$ cat src/inc/bod_regs.vh
`ifndef BOD_REGS_VH
`define BOD_REGS_VH
// Register byte offsets
`define BOD_CTRL_OFS      12'h000
`define BOD_STAT_OFS      12'h004
`define BOD_PC_OFS        12'h008
`define BOD_FADDR_OFS     12'h00C
`define BOD_FDATA_OFS     12'h010
`define BOD_INSTR_OFS     12'h014
`define BOD_COUNT_OFS     12'h018
// Control fields
`define BOD_CTRL_RUN      0
`define BOD_CTRL_STEP     1
// Status fields
`define BOD_STAT_W_HI     7
`define BOD_STAT_C        8
`define BOD_STAT_DC       9
`define BOD_STAT_Z        10
`define BOD_STAT_SKIP     11
`define BOD_STAT_UNSUP    12
// Reset values
`define BOD_PC_RST        13'h0000
`define BOD_W_RST         8'h00
`define BOD_INSTR_RST     14'h0000
// Instruction word fields
`define BOD_CLASS_HI      13
`define BOD_CLASS_LO      12
`define BOD_OP_HI         11
`define BOD_OP_LO         8
`define BOD_DEST_BIT      7
`define BOD_FILE_HI       6
`define BOD_BIT_HI        9
`define BOD_BIT_LO        7
`define BOD_CLASS_BYTE    2'h0
// Byte-oriented operation nibbles
`define BOD_OP_MISC       4'h0
`define BOD_OP_CLR        4'h1
`define BOD_OP_SUB        4'h2
`define BOD_OP_OR         4'h4
`define BOD_OP_AND        4'h5
`define BOD_OP_XOR        4'h6
`define BOD_OP_ADD        4'h7
`define BOD_OP_MOV        4'h8
`define BOD_OP_INC        4'hA
`define BOD_OP_DECSZ      4'hB
`define BOD_OP_RRC        4'hC
`define BOD_OP_RLC        4'hD
`define BOD_OP_SWAP       4'hE
`define BOD_OP_INCSZ      4'hF
// Timing: last phase of the four-period instruction cycle, then the phase codes
`define BOD_PHASES        2'h3
`define BOD_PH_FETCH      2'h0
`define BOD_PH_READ       2'h1
`define BOD_PH_EXEC       2'h2
`define BOD_PH_WRITE      2'h3
`endif

$ cat src/hdl/bod_alu.v
`timescale 1ns/1ns
`default_nettype none
`include "bod_regs.vh"
module bod_alu (
  // Operation
  input  wire [3:0] op_i,
  input  wire       dest_i,
  // Operands
  input  wire [7:0] fval_i,
  input  wire [7:0] wval_i,
  input  wire       c_i,
  // Result and flags
  output reg  [7:0] res_o,
  output reg        has_res_o,
  output reg        c_o,
  output reg        dc_o,
  output reg        upd_c_o,
  output reg        upd_dc_o,
  output reg        upd_z_o,
  output reg        skip_o,
  output reg        known_o
);
  reg [9:0] sum;

  // Sum with digit carry and carry: {dc, c, sum}
  function [9:0] add9;
    input [7:0] a;
    input [7:0] b;
    input       ci;
    reg   [8:0] s;
    reg   [4:0] l;
    begin
      s = {1'b0, a} + {1'b0, b} + {8'h00, ci};
      l = {1'b0, a[3:0]} + {1'b0, b[3:0]} + {4'h0, ci};
      add9 = {l[4], s};
    end
  endfunction

  always @*
  begin
    sum = 10'h000;
    res_o = fval_i;
    has_res_o = 1'b1;
    c_o = c_i;
    dc_o = 1'b0;
    upd_c_o = 1'b0;
    upd_dc_o = 1'b0;
    upd_z_o = 1'b0;
    skip_o = 1'b0;
    known_o = 1'b1;
    case (op_i)
      `BOD_OP_MISC:
      begin
        res_o = wval_i;
        has_res_o = dest_i;
      end
      `BOD_OP_CLR:
      begin
        res_o = 8'h00;
        upd_z_o = 1'b1;
      end
      `BOD_OP_ADD, `BOD_OP_SUB:
      begin
        if (op_i == `BOD_OP_ADD)
          sum = add9(fval_i, wval_i, 1'b0);
        else
          sum = add9(fval_i, ~wval_i, 1'b1);
        res_o = sum[7:0];
        c_o = sum[8];
        dc_o = sum[9];
        upd_c_o = 1'b1;
        upd_dc_o = 1'b1;
        upd_z_o = 1'b1;
      end
      `BOD_OP_OR:
      begin
        res_o = wval_i | fval_i;
        upd_z_o = 1'b1;
      end
      `BOD_OP_AND:
      begin
        res_o = wval_i & fval_i;
        upd_z_o = 1'b1;
      end
      `BOD_OP_XOR:
      begin
        res_o = wval_i ^ fval_i;
        upd_z_o = 1'b1;
      end
      `BOD_OP_MOV:
      begin
        res_o = fval_i;
        upd_z_o = 1'b1;
      end
      `BOD_OP_INC:
      begin
        res_o = fval_i + 8'h01;
        upd_z_o = 1'b1;
      end
      `BOD_OP_INCSZ:
      begin
        res_o = fval_i + 8'h01;
        skip_o = (res_o == 8'h00);
      end
      `BOD_OP_DECSZ:
      begin
        res_o = fval_i - 8'h01;
        skip_o = (res_o == 8'h00);
      end
      `BOD_OP_RLC:
      begin
        res_o = {fval_i[6:0], c_i};
        c_o = fval_i[7];
        upd_c_o = 1'b1;
      end
      `BOD_OP_RRC:
      begin
        res_o = {c_i, fval_i[7:1]};
        c_o = fval_i[0];
        upd_c_o = 1'b1;
      end
      `BOD_OP_SWAP:
        res_o = {fval_i[3:0], fval_i[7:4]};
      default:
      begin
        has_res_o = 1'b0;
        known_o = 1'b0;
      end
    endcase
  end
endmodule
`default_nettype wire

$ cat src/hdl/bod_ahb_slave.v
`timescale 1ns/1ns
`default_nettype none
`include "bod_regs.vh"
module bod_ahb_slave (
  // Clock and reset
  input  wire        clk_i,
  input  wire        rst_i,
  input  wire        ce_i,
  // AHB-Lite
  input  wire        hsel_i,
  input  wire [11:0] haddr_i,
  input  wire [1:0]  htrans_i,
  input  wire        hwrite_i,
  input  wire        hready_i,
  input  wire [31:0] hwdata_i,
  output reg  [31:0] hrdata_o,
  output wire        hreadyout_o,
  // Register side
  output wire [11:0] rd_addr_o,
  input  wire [31:0] rd_data_i,
  output wire        wr_en_o,
  output reg  [11:0] wr_addr_o,
  output wire [31:0] wr_data_o
);
  reg  wr_pend;
  wire take;

  assign take = ce_i & hsel_i & htrans_i[1] & hready_i;
  assign rd_addr_o = {haddr_i[11:2], 2'h0};
  assign wr_en_o = wr_pend & ce_i;
  assign wr_data_o = hwdata_i;
  assign hreadyout_o = ce_i;

  always @(posedge clk_i or posedge rst_i)
  begin
    if (rst_i)
    begin
      wr_pend <= 1'b0;
      wr_addr_o <= 12'h000;
      hrdata_o <= 32'h00000000;
    end
    else if (ce_i)
    begin
      wr_pend <= take & hwrite_i;
      if (take)
        wr_addr_o <= {haddr_i[11:2], 2'h0};
      if (take & ~hwrite_i)
        hrdata_o <= rd_data_i;
    end
  end
endmodule
`default_nettype wire

$ cat src/hdl/bod_core.v
// What this block does
// - Every instruction is taken as a single 14-bit word of opcode plus operand fields.
// - The 7-bit file field picks one of the file registers 0x00 to 0x7F.
// - Destination bit 0 sends the result to the working register, 1 back to the file register.
// - The bit-select field names one bit position inside an 8-bit file register.
// - Don't-care bits never change the decoded operation.
// - One instruction cycle each, two when a skip is taken, the second acting as a no-op.
// - One instruction cycle is four consecutive clock periods.
// - Nibble 0100 ORs the working register with the file register and updates only zero.
// - Nibble 1011 decrements, routes by destination, skips on a zero result, no flags.
// - Nibble 1111 increments, routes by destination, skips on a zero result, no flags.
// - Nibble 1101 rotates left through carry and changes only carry.
// - Nibble 1100 rotates right through carry and changes only carry.
`timescale 1ns/1ns
`default_nettype none
`include "bod_regs.vh"
module bod_core (
  // Clock, reset, enable
  input  wire        CLOCK_I,
  input  wire        RST_I,
  input  wire        CE_I,
  // AHB-Lite slave
  input  wire        HSEL_I,
  input  wire [31:0] HADDR_I,
  input  wire [1:0]  HTRANS_I,
  input  wire        HWRITE_I,
  input  wire [2:0]  HSIZE_I,
  input  wire        HREADY_I,
  input  wire [31:0] HWDATA_I,
  output wire [31:0] HRDATA_O,
  output wire        HREADYOUT_O,
  output wire        HRESP_O,
  // Program memory
  output wire [12:0] PROG_ADDR_O,
  input  wire [13:0] PROG_DATA_I,
  // Status
  output wire        RUNNING_O,
  output reg         CYCLE_END_O,
  output reg  [7:0]  BIT_MASK_O
);
  // Register file and core state
  reg  [7:0]  file_mem [0:127];
  reg  [7:0]  w;
  reg         c;
  reg         dc;
  reg         z;
  reg  [12:0] pc;
  reg  [13:0] instr;
  reg  [1:0]  phase;
  reg         flush;
  reg         skip_pend;
  reg         unsup;
  reg  [7:0]  opnd;
  reg  [7:0]  res;
  reg         res_wr;
  reg         res_c;
  reg         res_dc;
  reg         res_skip;
  reg         res_upd_c;
  reg         res_upd_dc;
  reg         res_upd_z;
  reg         res_known;
  reg         run;
  reg         step;
  reg  [6:0]  faddr;
  reg  [31:0] count;
  reg  [31:0] rd_data;
  // Bus side wires
  wire [11:0] rd_addr;
  wire        wr_en;
  wire [11:0] wr_addr;
  wire [31:0] wr_data;
  // Decode wires
  wire        byte_class;
  wire [3:0]  op;
  wire        dest;
  wire [6:0]  fsel;
  wire [2:0]  bsel;
  wire        active;
  wire        commit;
  wire        executes;
  // ALU wires
  wire [7:0]  alu_res;
  wire        alu_has;
  wire        alu_c;
  wire        alu_dc;
  wire        alu_upd_c;
  wire        alu_upd_dc;
  wire        alu_upd_z;
  wire        alu_skip;
  wire        alu_known;
  integer     i;

  // One-hot mask of a bit position in a file register
  function [7:0] bit_mask;
    input [2:0] pos;
    begin
      bit_mask = 8'h01 << pos;
    end
  endfunction

  // Field split of the fetched word
  assign byte_class = (instr[`BOD_CLASS_HI:`BOD_CLASS_LO] == `BOD_CLASS_BYTE);
  assign op = instr[`BOD_OP_HI:`BOD_OP_LO];
  assign dest = instr[`BOD_DEST_BIT];
  assign fsel = instr[`BOD_FILE_HI:0];
  assign bsel = instr[`BOD_BIT_HI:`BOD_BIT_LO];

  // Sequencing
  assign active = CE_I & (run | step | (phase != `BOD_PH_FETCH));
  assign commit = active & (phase == `BOD_PH_WRITE);
  assign executes = commit & ~flush & byte_class;
  assign PROG_ADDR_O = pc;
  assign RUNNING_O = run | step | (phase != `BOD_PH_FETCH);
  assign HRESP_O = 1'b0;

  bod_alu u_alu (
    .op_i      (op),
    .dest_i    (dest),
    .fval_i    (opnd),
    .wval_i    (w),
    .c_i       (c),
    .res_o     (alu_res),
    .has_res_o (alu_has),
    .c_o       (alu_c),
    .dc_o      (alu_dc),
    .upd_c_o   (alu_upd_c),
    .upd_dc_o  (alu_upd_dc),
    .upd_z_o   (alu_upd_z),
    .skip_o    (alu_skip),
    .known_o   (alu_known)
  );

  bod_ahb_slave u_bus (
    .clk_i       (CLOCK_I),
    .rst_i       (RST_I),
    .ce_i        (CE_I),
    .hsel_i      (HSEL_I),
    .haddr_i     (HADDR_I[11:0]),
    .htrans_i    (HTRANS_I),
    .hwrite_i    (HWRITE_I),
    .hready_i    (HREADY_I),
    .hwdata_i    (HWDATA_I),
    .hrdata_o    (HRDATA_O),
    .hreadyout_o (HREADYOUT_O),
    .rd_addr_o   (rd_addr),
    .rd_data_i   (rd_data),
    .wr_en_o     (wr_en),
    .wr_addr_o   (wr_addr),
    .wr_data_o   (wr_data)
  );

  // Register read mux
  always @*
  begin
    rd_data = 32'h00000000;
    case (rd_addr)
      `BOD_CTRL_OFS:
        rd_data = {30'h00000000, step, run};
      `BOD_STAT_OFS:
        rd_data = {19'h00000, unsup, skip_pend, z, dc, c, w};
      `BOD_PC_OFS:
        rd_data = {19'h00000, pc};
      `BOD_FADDR_OFS:
        rd_data = {25'h0000000, faddr};
      `BOD_FDATA_OFS:
        rd_data = {24'h000000, file_mem[faddr]};
      `BOD_INSTR_OFS:
        rd_data = {18'h00000, instr};
      `BOD_COUNT_OFS:
        rd_data = count;
      default:
        rd_data = 32'h00000000;
    endcase
  end

  // Instruction cycle: fetch, read, execute, write back
  always @(posedge CLOCK_I or posedge RST_I)
  begin
    if (RST_I)
    begin
      phase <= `BOD_PH_FETCH;
      instr <= `BOD_INSTR_RST;
      flush <= 1'b0;
      opnd <= 8'h00;
      res <= 8'h00;
      res_wr <= 1'b0;
      res_c <= 1'b0;
      res_dc <= 1'b0;
      res_skip <= 1'b0;
      res_upd_c <= 1'b0;
      res_upd_dc <= 1'b0;
      res_upd_z <= 1'b0;
      res_known <= 1'b0;
      CYCLE_END_O <= 1'b0;
      BIT_MASK_O <= 8'h00;
    end
    else if (CE_I)
    begin
      CYCLE_END_O <= commit;
      if (active)
      begin
        if (phase == `BOD_PHASES)
          phase <= `BOD_PH_FETCH;
        else
          phase <= phase + 2'h1;
        case (phase)
          `BOD_PH_FETCH:
          begin
            instr <= PROG_DATA_I;
            flush <= skip_pend;
          end
          `BOD_PH_READ:
          begin
            opnd <= file_mem[fsel];
            BIT_MASK_O <= bit_mask(bsel);
          end
          `BOD_PH_EXEC:
          begin
            res <= alu_res;
            res_wr <= alu_has;
            res_c <= alu_c;
            res_dc <= alu_dc;
            res_skip <= alu_skip;
            res_upd_c <= alu_upd_c;
            res_upd_dc <= alu_upd_dc;
            res_upd_z <= alu_upd_z;
            res_known <= alu_known;
          end
          default:
            flush <= 1'b0;
        endcase
      end
    end
  end

  // Architectural state and register writes
  always @(posedge CLOCK_I or posedge RST_I)
  begin
    if (RST_I)
    begin
      w <= `BOD_W_RST;
      c <= 1'b0;
      dc <= 1'b0;
      z <= 1'b0;
      pc <= `BOD_PC_RST;
      skip_pend <= 1'b0;
      unsup <= 1'b0;
      run <= 1'b0;
      step <= 1'b0;
      faddr <= 7'h00;
      count <= 32'h00000000;
    end
    else if (CE_I)
    begin
      // Software writes; W, flag, skip and PC writes apply only while halted
      if (wr_en)
      begin
        case (wr_addr)
          `BOD_CTRL_OFS:
          begin
            run <= wr_data[`BOD_CTRL_RUN];
            step <= wr_data[`BOD_CTRL_STEP];
          end
          `BOD_STAT_OFS:
          begin
            if (wr_data[`BOD_STAT_UNSUP])
              unsup <= 1'b0;
            if (~RUNNING_O)
            begin
              w <= wr_data[`BOD_STAT_W_HI:0];
              c <= wr_data[`BOD_STAT_C];
              dc <= wr_data[`BOD_STAT_DC];
              z <= wr_data[`BOD_STAT_Z];
              skip_pend <= wr_data[`BOD_STAT_SKIP];
            end
          end
          `BOD_PC_OFS:
            if (~RUNNING_O)
              pc <= wr_data[12:0];
          `BOD_FADDR_OFS:
            faddr <= wr_data[6:0];
          `BOD_COUNT_OFS:
            count <= wr_data;
          default:
            faddr <= faddr;
        endcase
      end
      // Instruction retire
      if (commit)
      begin
        pc <= pc + 13'h0001;
        count <= count + 32'h00000001;
        step <= 1'b0;
        skip_pend <= 1'b0;
        if (~flush & (~byte_class | ~res_known))
          unsup <= 1'b1;
        if (executes)
        begin
          if (res_wr & ~dest)
            w <= res;
          if (res_upd_c)
            c <= res_c;
          if (res_upd_dc)
            dc <= res_dc;
          if (res_upd_z)
            z <= (res == 8'h00);
          skip_pend <= res_skip;
        end
      end
    end
  end

  // File register writes: core write-back, else bus window while halted
  always @(posedge CLOCK_I)
  begin
    if (CE_I)
    begin
      if (executes & res_wr & dest)
        file_mem[fsel] <= res;
      else if (wr_en & (wr_addr == `BOD_FDATA_OFS) & ~RUNNING_O)
        file_mem[faddr] <= wr_data[7:0];
    end
  end

  // Power-up contents are defined as zero for simulation and synthesis
  initial
  begin
    for (i = 0; i < 128; i = i + 1)
      file_mem[i] = 8'h00;
  end
endmodule
`default_nettype wire

$ cat config.mk
export PLATFORM = sky130hd
export DESIGN_NAME = bod_core
export DESIGN_NICKNAME = d
export VERILOG_FILES = /design/src/hdl/bod_alu.v /design/src/hdl/bod_ahb_slave.v /design/src/hdl/bod_core.v
export VERILOG_INCLUDE_DIRS = /design/src /design/src/inc
export SDC_FILE = /design/constraint.sdc
export NUM_CORES = 2
export LEC_CHECK = 0
export ABC_AREA = 1
export BUFFER_PORTS_ARGS = -buffer_cell sky130_fd_sc_hd__buf_2
export CAP_MARGIN = 20
export CORE_ASPECT_RATIO = 0.7
export CORE_MARGIN = 2
export CORE_UTILIZATION = 30
export CTS_BUF_LIST = sky130_fd_sc_hd__clkbuf_16
export DETAILED_ROUTE_END_ITERATION = 10
export HOLD_SLACK_MARGIN = 0.05
export PLACE_DENSITY_LB_ADDON = 0.08
export REMOVE_ABC_BUFFERS = 1
export SLEW_MARGIN = 40
export SYNTH_ARGS = -nofsm -noshare
export SYNTH_HDL_FRONTEND = slang
export SYNTH_SLANG_ARGS = --single-unit
$ cat constraint.sdc
create_clock -name CLOCK_I -period 7.9 [get_ports CLOCK_I]
set_input_delay 0.79 -clock CLOCK_I [delete_from_list [all_inputs] [get_ports CLOCK_I]]
set_output_delay 0.79 -clock CLOCK_I [all_outputs]
set_load 0.02 [all_outputs]
==> results.py <==
metrics = {
    "routing": {
        "drcViolationCount": 0,
        "ant_nets": 0,
        "drt-initial-drc-count": 6966,
        "drtPass1Iterations": 7,
        "routed_wl_mm": 252,
        "via_count": 53000,
        "wire_per_inst_um": 26.4,
        "vias_per_cell": 5.55,
    },
    "floorplanning": {
        "core_area_um2": 202000,
        "die-area_um2": 206000,
        "start_util": 0.301,
        "pin_count": 146,
        "fp.dieW_um": 542,
        "fp.dieH_um": 380,
        "rows": 138,
    },
    "layout": {
        "area_delta_synth_final_pct": 12.7,
        "nFillCells": 20500,
        "drive_gt1_frac": 0.0806,
        "fin_cells": 9548,
        "seqCellArea_um2": 34800,
        "layout.nets": 6913,
        "multi_input_area_um2": 23500,
    },
    "power": {
        "ir_drop_mv": 0.374,
        "total_power_mw": 22.3,
        "p_seq_frac": 0.367,
        "p_int_mw": 13.1,
        "combPwrFrac": 0.352,
        "p_switching_mw": 9.20,
        "clockPowerShare": 0.281,
        "powerDensity_nw_per_um2": 326,
        "p_leak_nw": 25.0,
        "swShare": 0.412,
    },
    "global_routing": {
        "grt_pass1_wl_mm": 361,
        "first_global_vias": 50100,
        "track_usage": 0.238,
        "use_met2": 0.337,
        "met3_usage": 0.0455,
        "top_usage_layer": "met1",
        "gr-total-overflow": 0,
        "use_met1": 0.368,
        "antenna_found_initial": 1,
        "grt_max_degree": 163,
    },
    "placement": {
        "port_buffers": 118,
        "dp_cells": 9303,
        "place_congestion": 0.885,
        "hpwl_mm": 150,
    },
    "cts": {
        "htree_levels": 4,
        "clk_latency_ns": 0.81,
        "cts_tree": "built",
        "cts_resized": 0,
        "cts.path.max_buffers": 4,
        "numCtsBuffers": 142,
        "cts.clk_slew.worst_paths_ns": 0.06,
        "clock-root-buffer": "clkbuf_16",
        "cts_sinks": 1184,
        "hold_buffers": 0,
        "cts_setup_buffers": 0,
    },
    "outcome": {
        "outcome": "complete, no violations",
    },
    "timing": {
        "setup_viol": 0,
        "slew_headroom": 0.376,
        "fin_crit_ns": 5.00,
        "tns_ns": 0,
        "final.period_utilization": 0.632,
        "rsz0062_at_grt": "no",
        "fin_skew_ns": 0.0397,
        "slew_viol_final": 0,
        "clock.fmax_mhz": 200,
        "hold_violations": 0,
        "worst-slew-pin-transition_ns": 0.935,
    },
    "critical_path": {
        "worstPathCellList": "inv_1, ha_1, nand2_1, nor2_2, nand4_1, buf_4, o21ai_0, inv_1, nor2_1, nand2_1, nor2_1",
        "r2r_cells": 11,
        "cp.arrival_ns": 5.41,
        "cp_slowest_stage_delay_ns": 0.80,
        "cp-start-kind": "flop",
        "r2r-start": "phase[0]$_DFFE_PP0P_",
        "cp.required_ns": 8.31,
        "cp-end-kind": "flop",
        "criticalPathCategory": "reg2reg",
        "reg2reg_to": "file_mem[27][2]$_DFFE_PP_",
        "slowest_stage": "nor2_1",
        "critPathMaxFanout": 15,
        "ff2ff_setup_slack_ns": 2.90,
    },
    "synth": {
        "synth_edf_count": 1024,
        "synth_top_flop_cell": "edfxtp_1",
        "synth_cell_type_count": 53,
        "postSynthAreaPerCell_um2": 8.76,
        "async_reset_ff_frac": 0.135,
        "ys_seq_elements": 1184,
        "netlist_instances": 6929,
        "yosysWarnings": 0,
        "syn_area_um2": 60700,
        "synth-seq-area-share": 0.573,
    },
    "worst_hold_path": {
        "min_path_type": "in2async",
    },
    "run": {
        "cap_violations": 0,
    },
}
flip-flops by register name (all words and copies together) (netlist names), 2 cells and up:
signal           cells
BIT_MASK_O           8
PROG_ADDR_O         13
count               32
faddr                7
file_mem          1024
instr               14
opnd                 8
phase                2
res                  8
u_bus.hrdata_o      32
u_bus.wr_addr_o     10
w                    8
cell usage after synthesis, types with 3 or more instances:
cell type / n / area [um2]
o31ai_1: 20 / 150
buf_4: 3 / 22.5
a21oi_1: 80 / 400
ha_1: 34 / 425
buf_6: 3 / 33.8
o221ai_1: 5 / 43.8
clkbuf_1: 422 / 1580
a221oi_1: 11 / 96.3
buf_2: 23 / 115
nor2_1: 716 / 2690
nor4_1: 8 / 50.1
o21ai_0: 614 / 3070
nand3_1: 1291 / 6460
nand4_1: 22 / 138
inv_1: 201 / 754
nand2_1: 1798 / 6750
a32oi_1: 4 / 35.0
buf_1: 51 / 191
o2111ai_1: 3 / 26.3
a31oi_1: 6 / 37.5
a211oi_1: 9 / 67.6
o211ai_1: 36 / 270
dfrtp_1: 160 / 4000
o41ai_1: 6 / 52.6
or2_2: 6 / 37.5
o22ai_1: 275 / 1720
edfxtp_1: 1024 / 30700
nor3_1: 27 / 135
xor2_1: 18 / 158
nor3b_1: 3 / 22.5
clkinv_1: 14 / 52.6
a22oi_1: 5 / 37.5
mux2_2: 3 / 33.8
inv_2: 3 / 11.3
worst max-delay path by stage:
stage | startpoint | to | slack (ns) | depth (start not counted)
after global routing | phase[0]$_DFFE_PP0P_ | file_mem[27][2]$_DFFE_PP_ | 2.79 | 11
after detailed placement | CE_I | file_mem[26][0]$_DFFE_PP_ | 2.47 | 10
after global placement | CE_I | file_mem[88][1]$_DFFE_PP_ | 2.27 | 10
after floorplan | instr[0]$_DFFE_PP0P_ | file_mem[103][0]$_DFFE_PP_ | -15.84 | 6
after CTS | phase[0]$_DFFE_PP0P_ | file_mem[26][5]$_DFFE_PP_ | 3.05 | 11
final | phase[0]$_DFFE_PP0P_ | file_mem[27][2]$_DFFE_PP_ | 2.90 | 11
placed cells by master, fill, tap and decap left out, types with 118 or more instances in the layout:
master / instances
nand2_1: 1796
inv_1: 233
nor2_1: 607
nand3_1: 1291
o22ai_1: 275
dfrtp_1: 149
o21ai_0: 607
clkbuf_16: 148
buf_2: 118
edfxtp_1: 1024
kinds of logic after synthesis:
kind of cell / share of synthesized area
compound gates: 0.101
xor+xnor: 0.00260
fa+ha+maj: 0.00767
buf+inv: 0.0456
flops: 0.573
mux: 0.000722
other cells: 0.0000618
simple gates: 0.270
power groups by stage:
stage | registers [mW] | clock network [mW] | logic [mW]
after floorplan | 8.69 | 0 | 4.10
after global placement | 8.31 | 0 | 7.66
after detailed placement | 8.30 | 0 | 7.70
after CTS | 8.18 | 6.40 | 7.71
after global routing | 8.22 | 6.62 | 8.40
final | 8.19 | 6.27 | 7.85
area by class of cell:
type                            count  area share
Tap cell                         2660      0.0487
Timing Repair Buffer              217      0.0232
Antenna cell                        4    0.000146
Sequential cell                  1184       0.509
Inverter                          218      0.0127
Clock inverter                     92     0.00816
Clock buffer                      148      0.0542
Multi-Input combinational cell   5025       0.344
through the flow:
stage | utilization | setup slack, ns | hold WS (ns) | area [um2]
final | 0.339 | 2.90 | 0.0809 | 68400
after global routing | 0.339 | 2.79 | 0.119 | 68400
after CTS | 0.339 | 3.05 | 0.0776 | 68300
after detailed placement | 0.318 | 2.47 | 0.459 | 64000
after global placement | 0.316 | 2.27 | 0.462 | 63700
after floorplan | - | -15.84 | 0.445 | 58700
worst max-delay path: cells and delay by family, from the launching register on:
family                     cells  cell delay [ns]
and+or+nand+nor                6             3.02
AOI/OAI and AO/OA              1             0.30
adders and majority gates      1             0.20
DFF                            1             0.40
buffers and inverters          3             0.66
layer usage:
layer / share of wire / vias to the layer above
li1: - / 24000
met1: 0.48 / 26100
met2: 0.41 / 2554
met3: 0.089 / 391
met4: 0.022 / 0
met5: 0 / -
Note: power is estimated with default switching activity, not from simulation.
